**config.mk**
```make
export PLATFORM = sky130hd
export DESIGN_NAME = csc_clock_ctrl
export DESIGN_NICKNAME = d
export VERILOG_FILES = /design/src/csc_pkg.sv /design/src/csc_clock_ctrl.sv
export SDC_FILE = /design/constraint.sdc
export NUM_CORES = 1
export LEC_CHECK = 0
export BUFFER_PORTS_ARGS = -buffer_cell sky130_fd_sc_hd__buf_4
export CORE_UTILIZATION = 53
export CTS_CLUSTER_DIAMETER = 40
export DETAILED_ROUTE_END_ITERATION = 8
export MAX_ROUTING_LAYER = met4
export PLACE_DENSITY = 0.79
export SYNTH_ARGS = -nofsm -noshare
export SYNTH_HDL_FRONTEND = slang
export SYNTH_SLANG_ARGS = --single-unit
```
**constraint.sdc**
```tcl
create_clock -name clk_sys_in -period 5.6 [get_ports clk_sys_in]
set_input_delay 1.68 -clock clk_sys_in [delete_from_list [all_inputs] [get_ports clk_sys_in]]
set_output_delay 1.68 -clock clk_sys_in [all_outputs]
set_load 0.01 [all_outputs]
```
**src/csc_pkg.sv**
```systemverilog
// constants, types and lookup tables for the clock select and stop control
package csc_pkg;

	// ==========================================================
	// timing
	localparam int CLK_PERIOD_NS   = 20;
	localparam int STRAP_WAIT_NS   = 2_000_000;
	localparam int STRAP_WAIT_CYC  = (STRAP_WAIT_NS + CLK_PERIOD_NS - 1)
		/ CLK_PERIOD_NS;
	localparam int CPU_HALF_CYC    = 2;
	localparam int USB_HALF_CYC    = 1;
	localparam int HALF_CNT_W      = 4;

	// ==========================================================
	// synchroniser bit positions
	localparam int SY_FS0  = 0;
	localparam int SY_FS1  = 1;
	localparam int SY_FS2  = 2;
	localparam int SY_FS3  = 3;
	localparam int SY_MODE = 4;
	localparam int SY_PIN3 = 5;
	localparam int SY_HALT = 6;
	localparam int SY_REF  = 7;
	localparam int SY_N    = 8;

	// dual-purpose pin positions
	localparam int DP_SIO  = 0;
	localparam int DP_USB  = 1;
	localparam int DP_REF_CLK_OUT_ONE = 2;
	localparam int DP_PCI_GATED_CLK_ZERO = 3;
	localparam int DP_PCIF = 4;
	localparam int DP_N    = 5;

	// ==========================================================
	// register map, byte addresses
	localparam logic [3:0] REG_PROG   = 4'h0;
	localparam logic [3:0] REG_STATUS = 4'h4;
	localparam int PROG_CODE_LSB = 0;
	localparam int PROG_EN_BIT   = 4;
	localparam int ST_FS_LSB     = 0;
	localparam int ST_MODE_BIT   = 4;
	localparam int ST_LATCH_BIT  = 5;
	localparam int ST_DIV_LSB    = 8;
	localparam int ST_TGT_LSB    = 16;
	localparam logic [31:0] RESET_WORD = 32'h0000_0000;

	// ==========================================================
	// types
	typedef struct packed {
		logic       mode;
		logic [3:0] fs;
	} csc_strap_s;

	typedef struct packed {
		logic [10:0] cpu_target;
		logic [2:0]  pci_div;
	} csc_freq_s;

	// cpu target in units of 0.1 MHz, indexed by select code
	localparam logic [15:0][10:0] CPU_TARGET_TBL = {
		11'h535, 11'h4D8, 11'h5DC, 11'h578,
		11'h41A, 11'h44C, 11'h47E, 11'h4B0,
		11'h3E8, 11'h535, 11'h460, 11'h406,
		11'h29C, 11'h341, 11'h2EE, 11'h4D8
	};

	function automatic logic [2:0] csc_pci_div(input logic [3:0] code);
		logic [2:0] d;
		d = 3'h3;
		if (code[3:2] == 2'b11)
			d = 3'h4;
		else if (code[3] ^ code[2])
			d = 3'h3;
		else if (code != 4'h0)
			d = 3'h2;
		return d;
	endfunction : csc_pci_div

endpackage : csc_pkg

```
**src/csc_clock_ctrl.sv**
```systemverilog
// clock select, strap latch and clock stop control
`timescale 1ns/1ps

// Overview of operation
// latched mode strap picks pin 3: 0 pci halt input, 1 ref output.
// pci divide: 11xx by four, 10xx/01xx by three, 0011-0001 by two, 0000 by three.
// each select code maps to a cpu target frequency.
// select code comes from latched straps or a software-written value.
// both stoppable cpu outputs are gated by the clock halt input.
// free-running cpu output keeps toggling whatever the halt input.
// pci outputs zero to five are gated by the pci halt input.
// free-running pci output keeps toggling whatever the pci halt input.
// halt falling: finish current full cycle, then hold stoppable outputs low.
// halt rising: stoppable outputs restart with a complete cycle.
// gated apic output carries the reference, off while halt is low.
// free apic output buffers the reference, never gated.
// select bit one latched from the 48 MHz pin, which then drives it.
// select bit zero latched from the 24 MHz pin, which then drives it.
// select bit three defaults to zero when its pin is left unstrapped.
// pci halt sampled on free pci rise, applied from the next cycle.
// dual pins three-stated 2 ms, then latched, then enabled as outputs.
// select bit two latched from the second reference output pin.
// latched straps cleared only by power removal and reapply.
// halt inputs resynchronised so no truncated pulses appear.
module csc_clock_ctrl
	import csc_pkg::*;
#(
	parameter int STRAP_WAIT_CYCLES = STRAP_WAIT_CYC
)(
	// clock and power-on reset
	input  wire logic              clk_sys_in,
	input  wire logic              reset_n_in,
	// avalon-mm slave
	input  wire logic [3:0]        av_address_in,
	input  wire logic              av_read_in,
	input  wire logic              av_write_in,
	input  wire logic [31:0]       av_writedata_in,
	input  wire logic [3:0]        av_byteenable_in,
	output logic      [31:0]       av_readdata_out,
	output logic                   av_waitrequest_out,
	// dual-purpose strap/clock pins
	input  wire logic [DP_N-1:0]   dual_pin_in,
	output logic      [DP_N-1:0]   dual_pin_out,
	output logic      [DP_N-1:0]   dual_pin_oe_out,
	// pin 3: pci halt input or ref output
	input  wire logic              pin3_in,
	output logic                   pin3_out,
	output logic                   pin3_oe_out,
	// halt and reference inputs
	input  wire logic              clk_halt_n_in,
	input  wire logic              ref_clk_in,
	// clock outputs
	output logic                   cpu_free_clk_out,
	output logic      [1:0]        cpu_gated_clk_out,
	output logic      [4:0]        pci_gated_clk_out,
	output logic                   apic_free_clk_out,
	output logic                   apic_gated_clk_out,
	// status
	output csc_freq_s              freq_out,
	output csc_strap_s             strap_out
);

	localparam int WAIT_W = $clog2(STRAP_WAIT_CYCLES + 1);

	// ==========================================================
	// reset release
	logic rst_meta;
	logic rst_n;

	always_ff @(posedge clk_sys_in or negedge reset_n_in)
	begin
		if (!reset_n_in)
		begin
			rst_meta <= 1'b0;
			rst_n    <= 1'b0;
		end
		else
		begin
			rst_meta <= 1'b1;
			rst_n    <= rst_meta;
		end
	end

	// ==========================================================
	// input synchronisers
	logic [SY_N-1:0] sy_raw;
	logic [SY_N-1:0] sy_s1;
	logic [SY_N-1:0] sy_s2;
	logic [SY_N-1:0] sy_s3;
	logic [SY_N-1:0] sy_val;

	assign sy_raw = {ref_clk_in, clk_halt_n_in, pin3_in,
		dual_pin_in[DP_PCIF], dual_pin_in[DP_PCI_GATED_CLK_ZERO],
		dual_pin_in[DP_REF_CLK_OUT_ONE], dual_pin_in[DP_USB], dual_pin_in[DP_SIO]};

	generate
		for (genvar i = 0; i < SY_N; i++)
		begin : g_sync
			always_ff @(posedge clk_sys_in or negedge rst_n)
			begin
				if (!rst_n)
				begin
					sy_s1[i]  <= 1'b0;
					sy_s2[i]  <= 1'b0;
					sy_s3[i]  <= 1'b0;
					sy_val[i] <= 1'b0;
				end
				else
				begin
					sy_s1[i] <= sy_raw[i];
					sy_s2[i] <= sy_s1[i];
					sy_s3[i] <= sy_s2[i];
					if (sy_s2[i] == sy_s3[i])
						sy_val[i] <= sy_s3[i];
				end
			end
		end
	endgenerate

	// ==========================================================
	// strap wait and latch
	logic [WAIT_W-1:0] wait_cnt;
	logic              latched;
	csc_strap_s        straps;

	always_ff @(posedge clk_sys_in or negedge rst_n)
	begin
		if (!rst_n)
		begin
			wait_cnt <= '0;
			latched  <= 1'b0;
			straps   <= '0;
		end
		else if (!latched)
		begin
			if (wait_cnt == WAIT_W'(STRAP_WAIT_CYCLES - 1))
			begin
				latched    <= 1'b1;
				straps.fs  <= sy_val[SY_FS3:SY_FS0];
				straps.mode <= sy_val[SY_MODE];
			end
			else
				wait_cnt <= wait_cnt + WAIT_W'(1);
		end
	end

	// ==========================================================
	// avalon slave and select register
	logic       prog_en;
	logic [3:0] prog_code;
	logic       av_req;
	logic       av_done;
	logic [3:0] sel_code;

	assign av_req   = av_read_in | av_write_in;
	assign av_done  = av_req & ~av_waitrequest_out;
	assign sel_code = prog_en ? prog_code : straps.fs;

	always_ff @(posedge clk_sys_in or negedge rst_n)
	begin
		if (!rst_n)
			av_waitrequest_out <= 1'b1;
		else
			av_waitrequest_out <= ~(av_req & av_waitrequest_out);
	end

	always_ff @(posedge clk_sys_in or negedge rst_n)
	begin
		if (!rst_n)
		begin
			prog_en   <= 1'b0;
			prog_code <= 4'h0;
		end
		else if (av_done && av_write_in && av_byteenable_in[0]
			&& av_address_in == REG_PROG)
		begin
			prog_en   <= av_writedata_in[PROG_EN_BIT];
			prog_code <= av_writedata_in[PROG_CODE_LSB +: 4];
		end
	end

	always_ff @(posedge clk_sys_in or negedge rst_n)
	begin
		if (!rst_n)
			av_readdata_out <= RESET_WORD;
		else if (av_read_in && av_waitrequest_out)
		begin
			av_readdata_out <= RESET_WORD;
			if (av_address_in == REG_PROG)
			begin
				av_readdata_out[PROG_EN_BIT]           <= prog_en;
				av_readdata_out[PROG_CODE_LSB +: 4]    <= prog_code;
			end
			else if (av_address_in == REG_STATUS)
			begin
				av_readdata_out[ST_FS_LSB +: 4]  <= straps.fs;
				av_readdata_out[ST_MODE_BIT]     <= straps.mode;
				av_readdata_out[ST_LATCH_BIT]    <= latched;
				av_readdata_out[ST_DIV_LSB +: 3] <= freq_out.pci_div;
				av_readdata_out[ST_TGT_LSB +: 11] <= freq_out.cpu_target;
			end
		end
	end

	always_ff @(posedge clk_sys_in or negedge rst_n)
	begin
		if (!rst_n)
			freq_out <= '0;
		else
		begin
			freq_out.cpu_target <= CPU_TARGET_TBL[sel_code];
			freq_out.pci_div    <= csc_pci_div(sel_code);
		end
	end

	// ==========================================================
	// cpu and pci clock generation with stop control
	logic [HALF_CNT_W-1:0] cpu_cnt;
	logic                  cpu_tick;
	logic                  cpu_lvl;
	logic                  cpu_run;
	logic                  cpu_gated;
	logic [HALF_CNT_W-1:0] pci_cnt;
	logic                  pci_lvl;
	logic                  pci_run;
	logic                  pci_gated;
	logic                  pci_halt_ok;

	assign cpu_tick    = cpu_cnt == HALF_CNT_W'(CPU_HALF_CYC - 1);
	assign pci_halt_ok = straps.mode | sy_val[SY_PIN3];

	always_ff @(posedge clk_sys_in or negedge rst_n)
	begin
		if (!rst_n)
		begin
			cpu_cnt   <= '0;
			cpu_lvl   <= 1'b0;
			cpu_run   <= 1'b0;
			cpu_gated <= 1'b0;
		end
		else
		begin
			cpu_cnt <= cpu_tick ? '0 : cpu_cnt + HALF_CNT_W'(1);
			if (cpu_tick)
			begin
				cpu_lvl   <= ~cpu_lvl;
				cpu_gated <= ~cpu_lvl & cpu_run;
				if (cpu_lvl)
					cpu_run <= sy_val[SY_HALT];
			end
		end
	end

	always_ff @(posedge clk_sys_in or negedge rst_n)
	begin
		if (!rst_n)
		begin
			pci_cnt   <= '0;
			pci_lvl   <= 1'b0;
			pci_run   <= 1'b0;
			pci_gated <= 1'b0;
		end
		else if (cpu_tick)
		begin
			if (pci_cnt >= HALF_CNT_W'(freq_out.pci_div - 3'h1))
			begin
				pci_cnt   <= '0;
				pci_lvl   <= ~pci_lvl;
				pci_gated <= ~pci_lvl & pci_run;
				if (!pci_lvl)
					pci_run <= pci_halt_ok;
			end
			else
				pci_cnt <= pci_cnt + HALF_CNT_W'(1);
		end
	end

	// ==========================================================
	// reference, apic and usb/sio clocks
	logic [HALF_CNT_W-1:0] usb_cnt;
	logic                  usb_lvl;
	logic                  sio_lvl;
	logic                  apic_run;

	always_ff @(posedge clk_sys_in or negedge rst_n)
	begin
		if (!rst_n)
		begin
			usb_cnt <= '0;
			usb_lvl <= 1'b0;
			sio_lvl <= 1'b0;
		end
		else if (usb_cnt == HALF_CNT_W'(USB_HALF_CYC - 1))
		begin
			usb_cnt <= '0;
			usb_lvl <= ~usb_lvl;
			if (!usb_lvl)
				sio_lvl <= ~sio_lvl;
		end
		else
			usb_cnt <= usb_cnt + HALF_CNT_W'(1);
	end

	always_ff @(posedge clk_sys_in or negedge rst_n)
	begin
		if (!rst_n)
			apic_run <= 1'b0;
		else if (!sy_val[SY_REF])
			apic_run <= sy_val[SY_HALT];
	end

	// ==========================================================
	// registered output stage
	always_ff @(posedge clk_sys_in or negedge rst_n)
	begin
		if (!rst_n)
		begin
			cpu_free_clk_out   <= 1'b0;
			cpu_gated_clk_out  <= '0;
			pci_gated_clk_out  <= '0;
			apic_free_clk_out  <= 1'b0;
			apic_gated_clk_out <= 1'b0;
			dual_pin_out       <= '0;
			dual_pin_oe_out    <= '0;
			pin3_out           <= 1'b0;
			pin3_oe_out        <= 1'b0;
			strap_out          <= '0;
		end
		else
		begin
			cpu_free_clk_out   <= cpu_lvl;
			cpu_gated_clk_out  <= {2{cpu_gated}};
			pci_gated_clk_out  <= {5{pci_gated}};
			apic_free_clk_out  <= sy_val[SY_REF];
			apic_gated_clk_out <= sy_val[SY_REF] & apic_run;
			dual_pin_out[DP_SIO]  <= sio_lvl;
			dual_pin_out[DP_USB]  <= usb_lvl;
			dual_pin_out[DP_REF_CLK_OUT_ONE] <= sy_val[SY_REF];
			dual_pin_out[DP_PCI_GATED_CLK_ZERO] <= pci_gated;
			dual_pin_out[DP_PCIF] <= pci_lvl;
			dual_pin_oe_out    <= {DP_N{latched}};
			pin3_out           <= sy_val[SY_REF];
			pin3_oe_out        <= latched & straps.mode;
			strap_out          <= straps;
		end
	end
endmodule : csc_clock_ctrl

```
==> results of run 1 <==
==> state kept, by name, summed over array words and instances, names as in the netlist, 4 cells and up <==
register,cells
freq_out,14
pci_cnt,4
strap_out,5
av_readdata_out,20
straps,5
sy_s2,8
usb_cnt,4
sy_s3,8
prog_code,4
sy_val,8
dual_pin_out,5
cpu_cnt,4
sy_s1,8
wait_cnt,17
==> power breakdown <==
| group | switching, mW | internal [mW] |
|---|---|---|
| logic | 0.125 | 0.125 |
| registers | 0.0607 | 1.03 |
| clock network | 0.434 | 0.613 |
| total | 0.619 | 1.77 |
==> metrics by stage <==
stage	area (um^2)	worst slack (ns)	total power [mW]	hold WS (ns)	util, %
4_1_cts	6559	2.694	2.415	0.3513	66.79
5_1_grt	6559	2.679	2.498	0.3531	66.79
3_5_place_dp	5991	2.507	1.364	0.3365	61.01
6_report	6559	2.714	2.390	0.3486	66.79
3_3_place_gp	5991	2.535	1.349	0.3326	61.01
2_1_floorplan	5429	1.622	1.273	0.3312	-
==> final timing paths <==
kind	to	slack (ns)	cells past startpoint
min	sy_s2[5]	0.35	0
min reg2reg	sy_s2[5]	0.35	0
max	av_waitrequest_out	2.71	1
min in group asynchronous	usb_cnt[1]	0.49	0
max in group asynchronous	av_readdata_out[5]	3.89	1
max reg2reg	freq_out[8]	3.33	4
==> synth_stat cells, drive strengths merged (5+ instances only) <==
cell type | number | area share, %
dfrtp | 132 | 61
nand2 | 49 | 3.4
buf | 31 | 4.2
nor2 | 31 | 2.3
o21ai | 24 | 2.2
xor2 | 17 | 2.8
ha | 16 | 3.7
inv | 16 | 1.1
mux2 | 16 | 3.4
nand3 | 11 | 1.0
xnor2 | 9 | 1.5
maj3 | 8 | 1.5
a21oi | 7 | 0.65
nor3 | 7 | 0.86
a221oi | 5 | 0.81
nor4b | 5 | 1.7
==> layout make-up <==
type                       instances  area (um^2)  share of cell area [%]
clock buffer                      18        427.9                   6.524
clock inverter                    14        140.1                   2.137
inverter                          16        60.06                  0.9157
multi-input combinational        259         1800                   27.45
sequential                       133         3333                   50.82
tap                              133        166.4                   2.537
timing repair buffer              84        630.6                   9.615
==> layer usage <==
metal  wire length (um)  vias up  track usage (%)  share of wire (%)
li1                   -     1602                -                  -
met1               4061     1651            24.25                 44
met2               4647       98            29.59                 50
met3                391       23            5.288                4.2
met4                213        0            10.51                2.3
met5                  0        -                -                  0
==> cells by family after synthesis <==
| kind of cell | share of synthesized area (%) |
|---|---|
| AO/OA/AOI/OAI | 5.249 |
| XOR/XNOR | 4.227 |
| adder cells (fa/ha/maj) | 5.202 |
| buffers and inverters | 5.550 |
| flip-flops | 61.80 |
| multiplexers | 4.157 |
| other | 0.1394 |
| AND/OR/NAND/NOR | 13.68 |
==> metrics.md, run 1 <==
| Metric | Value |
|---|---|
| Status | `finished clean` |
| TritonCTS buffer count | `17` |
| Delay of the slowest cell on the worst path | `0.56 ns` |
| Row count | `36` |
| Post-detailed-routing wire length | `9.314 mm` |
| Cell count after placement | `625` |
| Post-DR wirelength/cell | `14.18 um` |
| Register clock-pin slew on the reported worst setup and hold paths | `0.06 ns` |
| Later-pin clock latency in the skew report | `0.52 ns` |
| Pin count of the biggest net entering global routing | `77` |
| Total core area | `9819 um^2` |
| Die H | `102.8 um` |
| Accumulated negative setup slack | `0 ns` |
| Endpoint type of the worst setup path | `output port` |
| Data required time of the worst path | `3.92 ns` |
| Count of yosys warnings during synthesis | `0` |
| Commonest non-fill, non-tap cell in the layout | `sky130_fd_sc_hd__dfrtp_1` |
| Final Max Tran Viols | `0` |
| Die area | `10,570 um^2` |
| Vias post-DR | `3,374` |
| Global-route wire length before repair | `14.89 mm` |
| Worst hold path type | `flip-flop to flip-flop` |
| Max-cap violations | `0` |
| Cells along the critical path | `buf_4` |
| CTS root buf | `sky130_fd_sc_hd__clkbuf_8` |
| Vias per Instance | `5.135` |
| ANT nets after route | `0` |
| Mapped Cells | `432` |
| Worst hold start | `sy_s1[5]` |
| Post-synthesis sequential area ratio | `61.80%` |
| Via count of the first global-routing pass | `3,090` |
| Detailed-route DRC error count | `0` |
| Total congestion overflow after global routing | `0` |
| Final antenna diode count | `0` |
| Area added between synthesis and finish | `21.74%` |
| Distinct cells, synth | `49` |
| TritonCTS sink count | `133` |
| Final clock skew | `0.008104 ns` |
| Unrepaired setup endpoints after global routing | `no` |
| Share of flip-flops with an asynchronous set or reset after synthesis | `100.0%` |
| Pwr/cell area | `364.4 nW/um^2` |
| Length of the first detailed-routing pass in iterations | `4` |
| EDFF count, synth | `0` |
| Number of primary I/O pins | `126` |
| Setup-failing EPs final | `0` |
| Cts-stage hold buffer count | `0` |
| Gp weighted congestion | `0.8591` |
| Non-filler cells in the finished layout | `657` |
| Number of fillers in the final layout | `756` |
| TritonCTS clock tree | `built` |
| Number of register bits inferred by synthesis | `133` |
| Chip width | `102.8 um` |
| Total leakage power | `3.242 nW` |
| Worst r2r src | `prog_en` |
| Min Tclk post-route | `2.886 ns` |
| Commonest cells after routing, fill and taps aside | `131 x sky130_fd_sc_hd__dfrtp_1, 84 x sky130_fd_sc_hd__buf_4, 49 x sky130_fd_sc_hd__nand2_1` |
| Port Buffer Count | `83` |
| Worst-case clock buffer depth | `2` |
| Worst slew margin relative to its limit | `27.04%` |
| Cell Area, Synth | `5388 um^2` |
| Critical path launch point | `av_waitrequest_out` |
| Final clock period utilization by the worst path | `51.53%` |
| Count of H-tree levels built during CTS | `4` |
| Cts repair resizes | `0` |
| Final count of hold timing violations | `0` |
| Total setup buffers inserted after CTS | `0` |
| Maximum operating frequency | `346.6 MHz` |
| Share of cells above drive strength 1 | `27.86%` |
| Tightest Pin Transition | `1.064 ns` |
| Dominant synthesized flop cell | `sky130_fd_sc_hd__dfrtp_1` |
| DRT iter0 DRCs | `150` |
| Overall track demand over capacity in global routing | `19.62%` |
| Antenna violations before repair | `0` |
| Kind of cell with the highest combined delay on the critical path | `flip-flops` |
| Worst ir drop on vdd | `199.4 uV` |
| Effective utilization at floorplan | `54.87%` |
| Critical Path Slowest Stage Cell | `sky130_fd_sc_hd__dfstp_2` |
| Placed wire-length estimate | `6.253 mm` |
| Largest fanout of any net on the critical path | `5` |
| Net total in the final layout | `579` |
| Startpoint-to-endpoint class of the critical path | `flip-flop to output port` |
| Type of origin of the critical path | `flip-flop` |
| Arr. time, crit path | `1.21 ns` |
| Count of buffering cells on the critical path with inverters included | `1` |
| Post-synthesis average cell area | `12.47 um^2` |
No activity file was read; power rests on OpenSTA's default activity.
==> run 2, diff against run 1 <==
--- a/config.mk
+++ b/config.mk
@@ -5,12 +5,13 @@
 export SDC_FILE = /design/constraint.sdc
 export NUM_CORES = 1
 export LEC_CHECK = 0
+export ABC_AREA = 1
 export BUFFER_PORTS_ARGS = -buffer_cell sky130_fd_sc_hd__buf_4
-export CORE_UTILIZATION = 53
+export CORE_UTILIZATION = 49
 export CTS_CLUSTER_DIAMETER = 40
 export DETAILED_ROUTE_END_ITERATION = 8
 export MAX_ROUTING_LAYER = met4
-export PLACE_DENSITY = 0.79
+export PLACE_DENSITY = 0.76
 export SYNTH_ARGS = -nofsm -noshare
 export SYNTH_HDL_FRONTEND = slang
 export SYNTH_SLANG_ARGS = --single-unit
==> constraint.sdc (replaced) <==
create_clock -name clk_sys_in -period 2.35 [get_ports clk_sys_in]
set_input_delay 0.705 -clock clk_sys_in [delete_from_list [all_inputs] [get_ports clk_sys_in]]
set_output_delay 0.705 -clock clk_sys_in [all_outputs]
set_load 0.01 [all_outputs]
==> run 2 against run 1 <==
Utilization shrank 5.7 points. First-iteration DRC count grew 83%. Setup slack got worse by 2.3 ns. Sequential power rose to 2.5 times the previous value. Sequential share of layout area down 2.8 points. Non-clock buffer count increased by 6. Die area increased by 14%. Flip-flop and latch count stayed put. Wire length is 20% higher. Via count up 23%. Final area is 5.9% higher. Critical endpoint is now freq_out[8]. Largest power group unchanged. Highest routed layer unchanged.
==> metrics.md, run 2 <==
| Metric | Value |
|---|---|
| Portion of netlist area occupied by mux cells | `0% (-4.2 points)` |
| Number of register bits inferred by synthesis | `133 (unchanged)` |
| Cell Area, Synth | `5709 um^2 (+6.0%)` |
| Via count of the first global-routing pass | `3,921 (+27%)` |
| Antenna violations before repair | `0 (unchanged)` |
| Post-DR wirelength/cell | `13.38 um (-5.6%)` |
| Total core area | `11,370 um^2 (+16%)` |
| Length of the first detailed-routing pass in iterations | `5 (+1)` |
| Non-filler cells in the finished layout | `836 (+27%)` |
| Global-route wire length before repair | `17.95 mm (+21%)` |
| Stages on worst setup path | `6 (+5)` |
| Total leakage power | `3.524 nW (+8.7%)` |
| Crit-path most repeated cell | `sky130_fd_sc_hd__nor2_1` |
| XOR/XNOR Fraction of Synth Area | `2.301% (-1.9 points)` |
| Cell count after placement | `804 (+29%)` |
| Overall track demand over capacity in global routing | `20.16% (+0.54 points)` |
| Vias per Instance | `4.968 (-3.3%)` |
| Status | `finished clean` |
| Gp weighted congestion | `0.8969 (+4.4%)` |
| Count of buffering cells on the critical path with inverters included | `1 (unchanged)` |
| Main combinational cell family by area after synthesis | `simple AND/OR/NAND/NOR gates` |
| Row count | `39 (+8.3%)` |
| Post-synthesis sequential area ratio | `58.32% (-3.5 points)` |
| Number of flip-flops under the largest register name | `20 (unchanged)` |
| Chip width | `109.9 um (+6.9%)` |
| Final clock period utilization by the worst path | `84.20%` |
| Number of primary I/O pins | `126 (unchanged)` |
| Maximum operating frequency | `505.4 MHz` |
| Placed wire-length estimate | `7.443 mm (+19%)` |
| Die area | `12,090 um^2 (+14%)` |
| Arr. time, crit path | `2.32 ns (+1.11 ns)` |
| Accumulated negative setup slack | `0 ns (unchanged)` |
| Max-cap violations | `0 (unchanged)` |
| CTS root buf | `sky130_fd_sc_hd__clkbuf_16` |
| Cts repair resizes | `0 (unchanged)` |
| Count of H-tree levels built during CTS | `4 (unchanged)` |
| Worst-case clock buffer depth | `2 (unchanged)` |
| Post-Synth Adder-Cell Area | `4.909% (-0.29 points)` |
| Largest cells by area after synthesis | `sky130_fd_sc_hd__dfrtp_1 58%, sky130_fd_sc_hd__nand2_1 12%, sky130_fd_sc_hd__ha_1 3.5%` |
| Mapped Cells | `594 (+38%)` |
| Worst hold margin | `0.05579 ns (-0.2928 ns)` |
| Dominant synthesized flop cell | `sky130_fd_sc_hd__dfrtp_1` |
| Delay of the slowest cell on the worst path | `0.47 ns (-0.09 ns)` |
| Data required time of the worst path | `2.69 ns (-1.23 ns)` |
| Startpoint-to-endpoint class of the critical path | `flip-flop to flip-flop` |
| Die H | `109.9 um (+6.9%)` |
| Post-detailed-routing wire length | `11.19 mm (+20%)` |
| Top-count cell post-synth | `sky130_fd_sc_hd__nand2_1` |
| Compound-gate portion of the synthesized area | `5.523% (+0.27 points)` |
| Endpoint type of the worst setup path | `flip-flop` |
| Cell taking the most area after synthesis | `sky130_fd_sc_hd__dfrtp_1` |
| Cells along the critical path | `o21ai_1 -> inv_1 -> ha_1 -> o21ai_0 -> nor2_1 -> nor2_1` |
| Post-synthesis average cell area | `9.611 um^2 (-23%)` |
| Largest register by flop count | `av_readdata_out` |
| Share of cells above drive strength 1 | `21.79% (-6.1 points)` |
| Worst ir drop on vdd | `624.2 uV (+210%)` |
| Vias post-DR | `4,153 (+23%)` |
| Finished Cell Area | `6944 um^2 (+5.9%)` |
| Type of origin of the critical path | `flip-flop` |
| Final count of hold timing violations | `0 (unchanged)` |
| Cts-stage hold buffer count | `0 (unchanged)` |
| Area added between synthesis and finish | `21.63% (about the same)` |
| Later-pin clock latency in the skew report | `0.43 ns (-0.09 ns)` |
| EDFF count, synth | `0 (unchanged)` |
| Critical Path Slowest Stage Cell | `sky130_fd_sc_hd__dfrtp_1` |
| Share of flip-flops with an asynchronous set or reset after synthesis | `100.0% (unchanged)` |
| Port Buffer Count | `83 (unchanged)` |
| Min Tclk post-route | `1.979 ns` |
| Overall Power | `6.420 mW (+170%)` |
| Tightest Pin Transition | `0.5531 ns (-0.5109 ns)` |
| Placement-stage cell area | `6395 um^2 (+6.7%)` |
| Kind of cell with the highest combined delay on the critical path | `compound AO/OA/AOI/OAI gates` |
| Total congestion overflow after global routing | `0 (unchanged)` |
| Final clock skew | `0.01366 ns (+0.005556 ns)` |
| Share of the synthesized area in the top cell type | `57.86% (-3.5 points)` |
| Largest fanout of any net on the critical path | `9 (+4)` |
| Distinct cells, synth | `34 (-31%)` |
| Synth Area in Simple Gates | `21.08% (+7.4 points)` |
| Commonest cells after routing, fill and taps aside | `178 x sky130_fd_sc_hd__nand2_1, 131 x sky130_fd_sc_hd__dfrtp_1, 88 x sky130_fd_sc_hd__buf_4` |
| Top Registers | `av_readdata_out: 20 flops, wait_cnt: 17 flops, freq_out: 14 flops` |
| Unrepaired setup endpoints after global routing | `no` |
| Pin count of the biggest net entering global routing | `49 (-36%)` |
| Effective utilization at floorplan | `50.21% (-4.7 points)` |
| Number of cells on the worst reg-to-reg path | `6 (+2)` |
| Net total in the final layout | `748 (+29%)` |
| Top cells by count, synth | `178 x sky130_fd_sc_hd__nand2_1, 132 x sky130_fd_sc_hd__dfrtp_1, 48 x sky130_fd_sc_hd__inv_1, 38 x sky130_fd_sc_hd__o21ai_0, 33 x sky130_fd_sc_hd__nor2_1` |
| Register clock-pin slew on the reported worst setup and hold paths | `0.06 ns (about the same)` |
| Total setup buffers inserted after CTS | `0 (unchanged)` |
| TritonCTS clock tree | `built` |
| TritonCTS buffer count | `17 (unchanged)` |
| Commonest non-fill, non-tap cell in the layout | `sky130_fd_sc_hd__nand2_1` |
| Worst hold path type | `input pin to async pin` |
| Final antenna diode count | `0 (unchanged)` |
| Count of yosys warnings during synthesis | `0 (unchanged)` |
| ANT nets after route | `0 (unchanged)` |
| Pwr/cell area | `924.5 nW/um^2 (+150%)` |
| Final Max Tran Viols | `0 (unchanged)` |
| Setup-failing EPs final | `0 (unchanged)` |
| Detailed-route DRC error count | `0 (unchanged)` |
| DRT iter0 DRCs | `275 (+83%)` |
| TritonCTS sink count | `133 (unchanged)` |
| Worst slew margin relative to its limit | `63.13% (+36 points)` |
run 2: area by class of cell:
type | instances | area (um^2)
Inverter | 54 | 202.7
Sequential cell | 133 | 3333
Fill cell | 901 | 4425
Clock buffer | 17 | 425.4
Timing Repair Buffer | 90 | 700.7
Multi-Input combinational cell | 384 | 1979
Tap cell | 143 | 178.9
Clock inverter | 15 | 123.9
run 2: final timing paths:
check,end,start,slack (ns)
setup / recovery,freq_out[8],prog_en,0.37
hold / removal,rst_n,reset_n_in,0.06
setup reg to reg,freq_out[8],prog_en,0.37
hold reg to reg,dual_pin_out[1],rst_n,0.33
max in group asynchronous,av_waitrequest_out,rst_n,1.35
min in group clk_sys_in,sy_s2[0],sy_s1[0],0.35
run 2: power breakdown:
group	total, mW	internal (mW)	switching (mW)
registers	2.73	2.55	0.187
logic	1.24	0.526	0.710
clock network	2.45	1.37	1.08
total	6.42	4.45	1.97
run 2: cells by family (layout without fill, tap and decap cells):
family / Yosys count / in the layout
flip-flops: 133 / 133
XOR/XNOR: 15 / 15
other: 2 / 13
AO/OA/AOI/OAI: 59 / 59
AND/OR/NAND/NOR: 273 / 273
adder cells (fa/ha/maj): 24 / 24
buffers and inverters: 88 / 176
run 2: through the flow:
step	setup WS, ns	utilization [%]
after floorplan	0.1384	-
after global placement	0.5257	56.25
after detailed placement	0.4374	56.25
after CTS	0.3882	61.08
after global routing	0.2642	61.08
final	0.3712	61.08
run 2: worst reg2reg max path: cells and delay by family (launching register included):
kind | cells | cell delay (ns)
compound gates | 2 | 0.71
fa+ha+maj | 1 | 0.33
buf+inv | 1 | 0.17
flops | 1 | 0.47
simple gates | 2 | 0.21
run 2: routing by layer:
layer / track usage (%) / vias up / share of wire [%]
met4: 9.238 / 0 / 2.2
met5: - / - / 0
met2: 31.61 / 109 / 49
met1: 24.67 / 1993 / 44
met3: 4.920 / 23 / 4.7
li1: - / 2028 / -
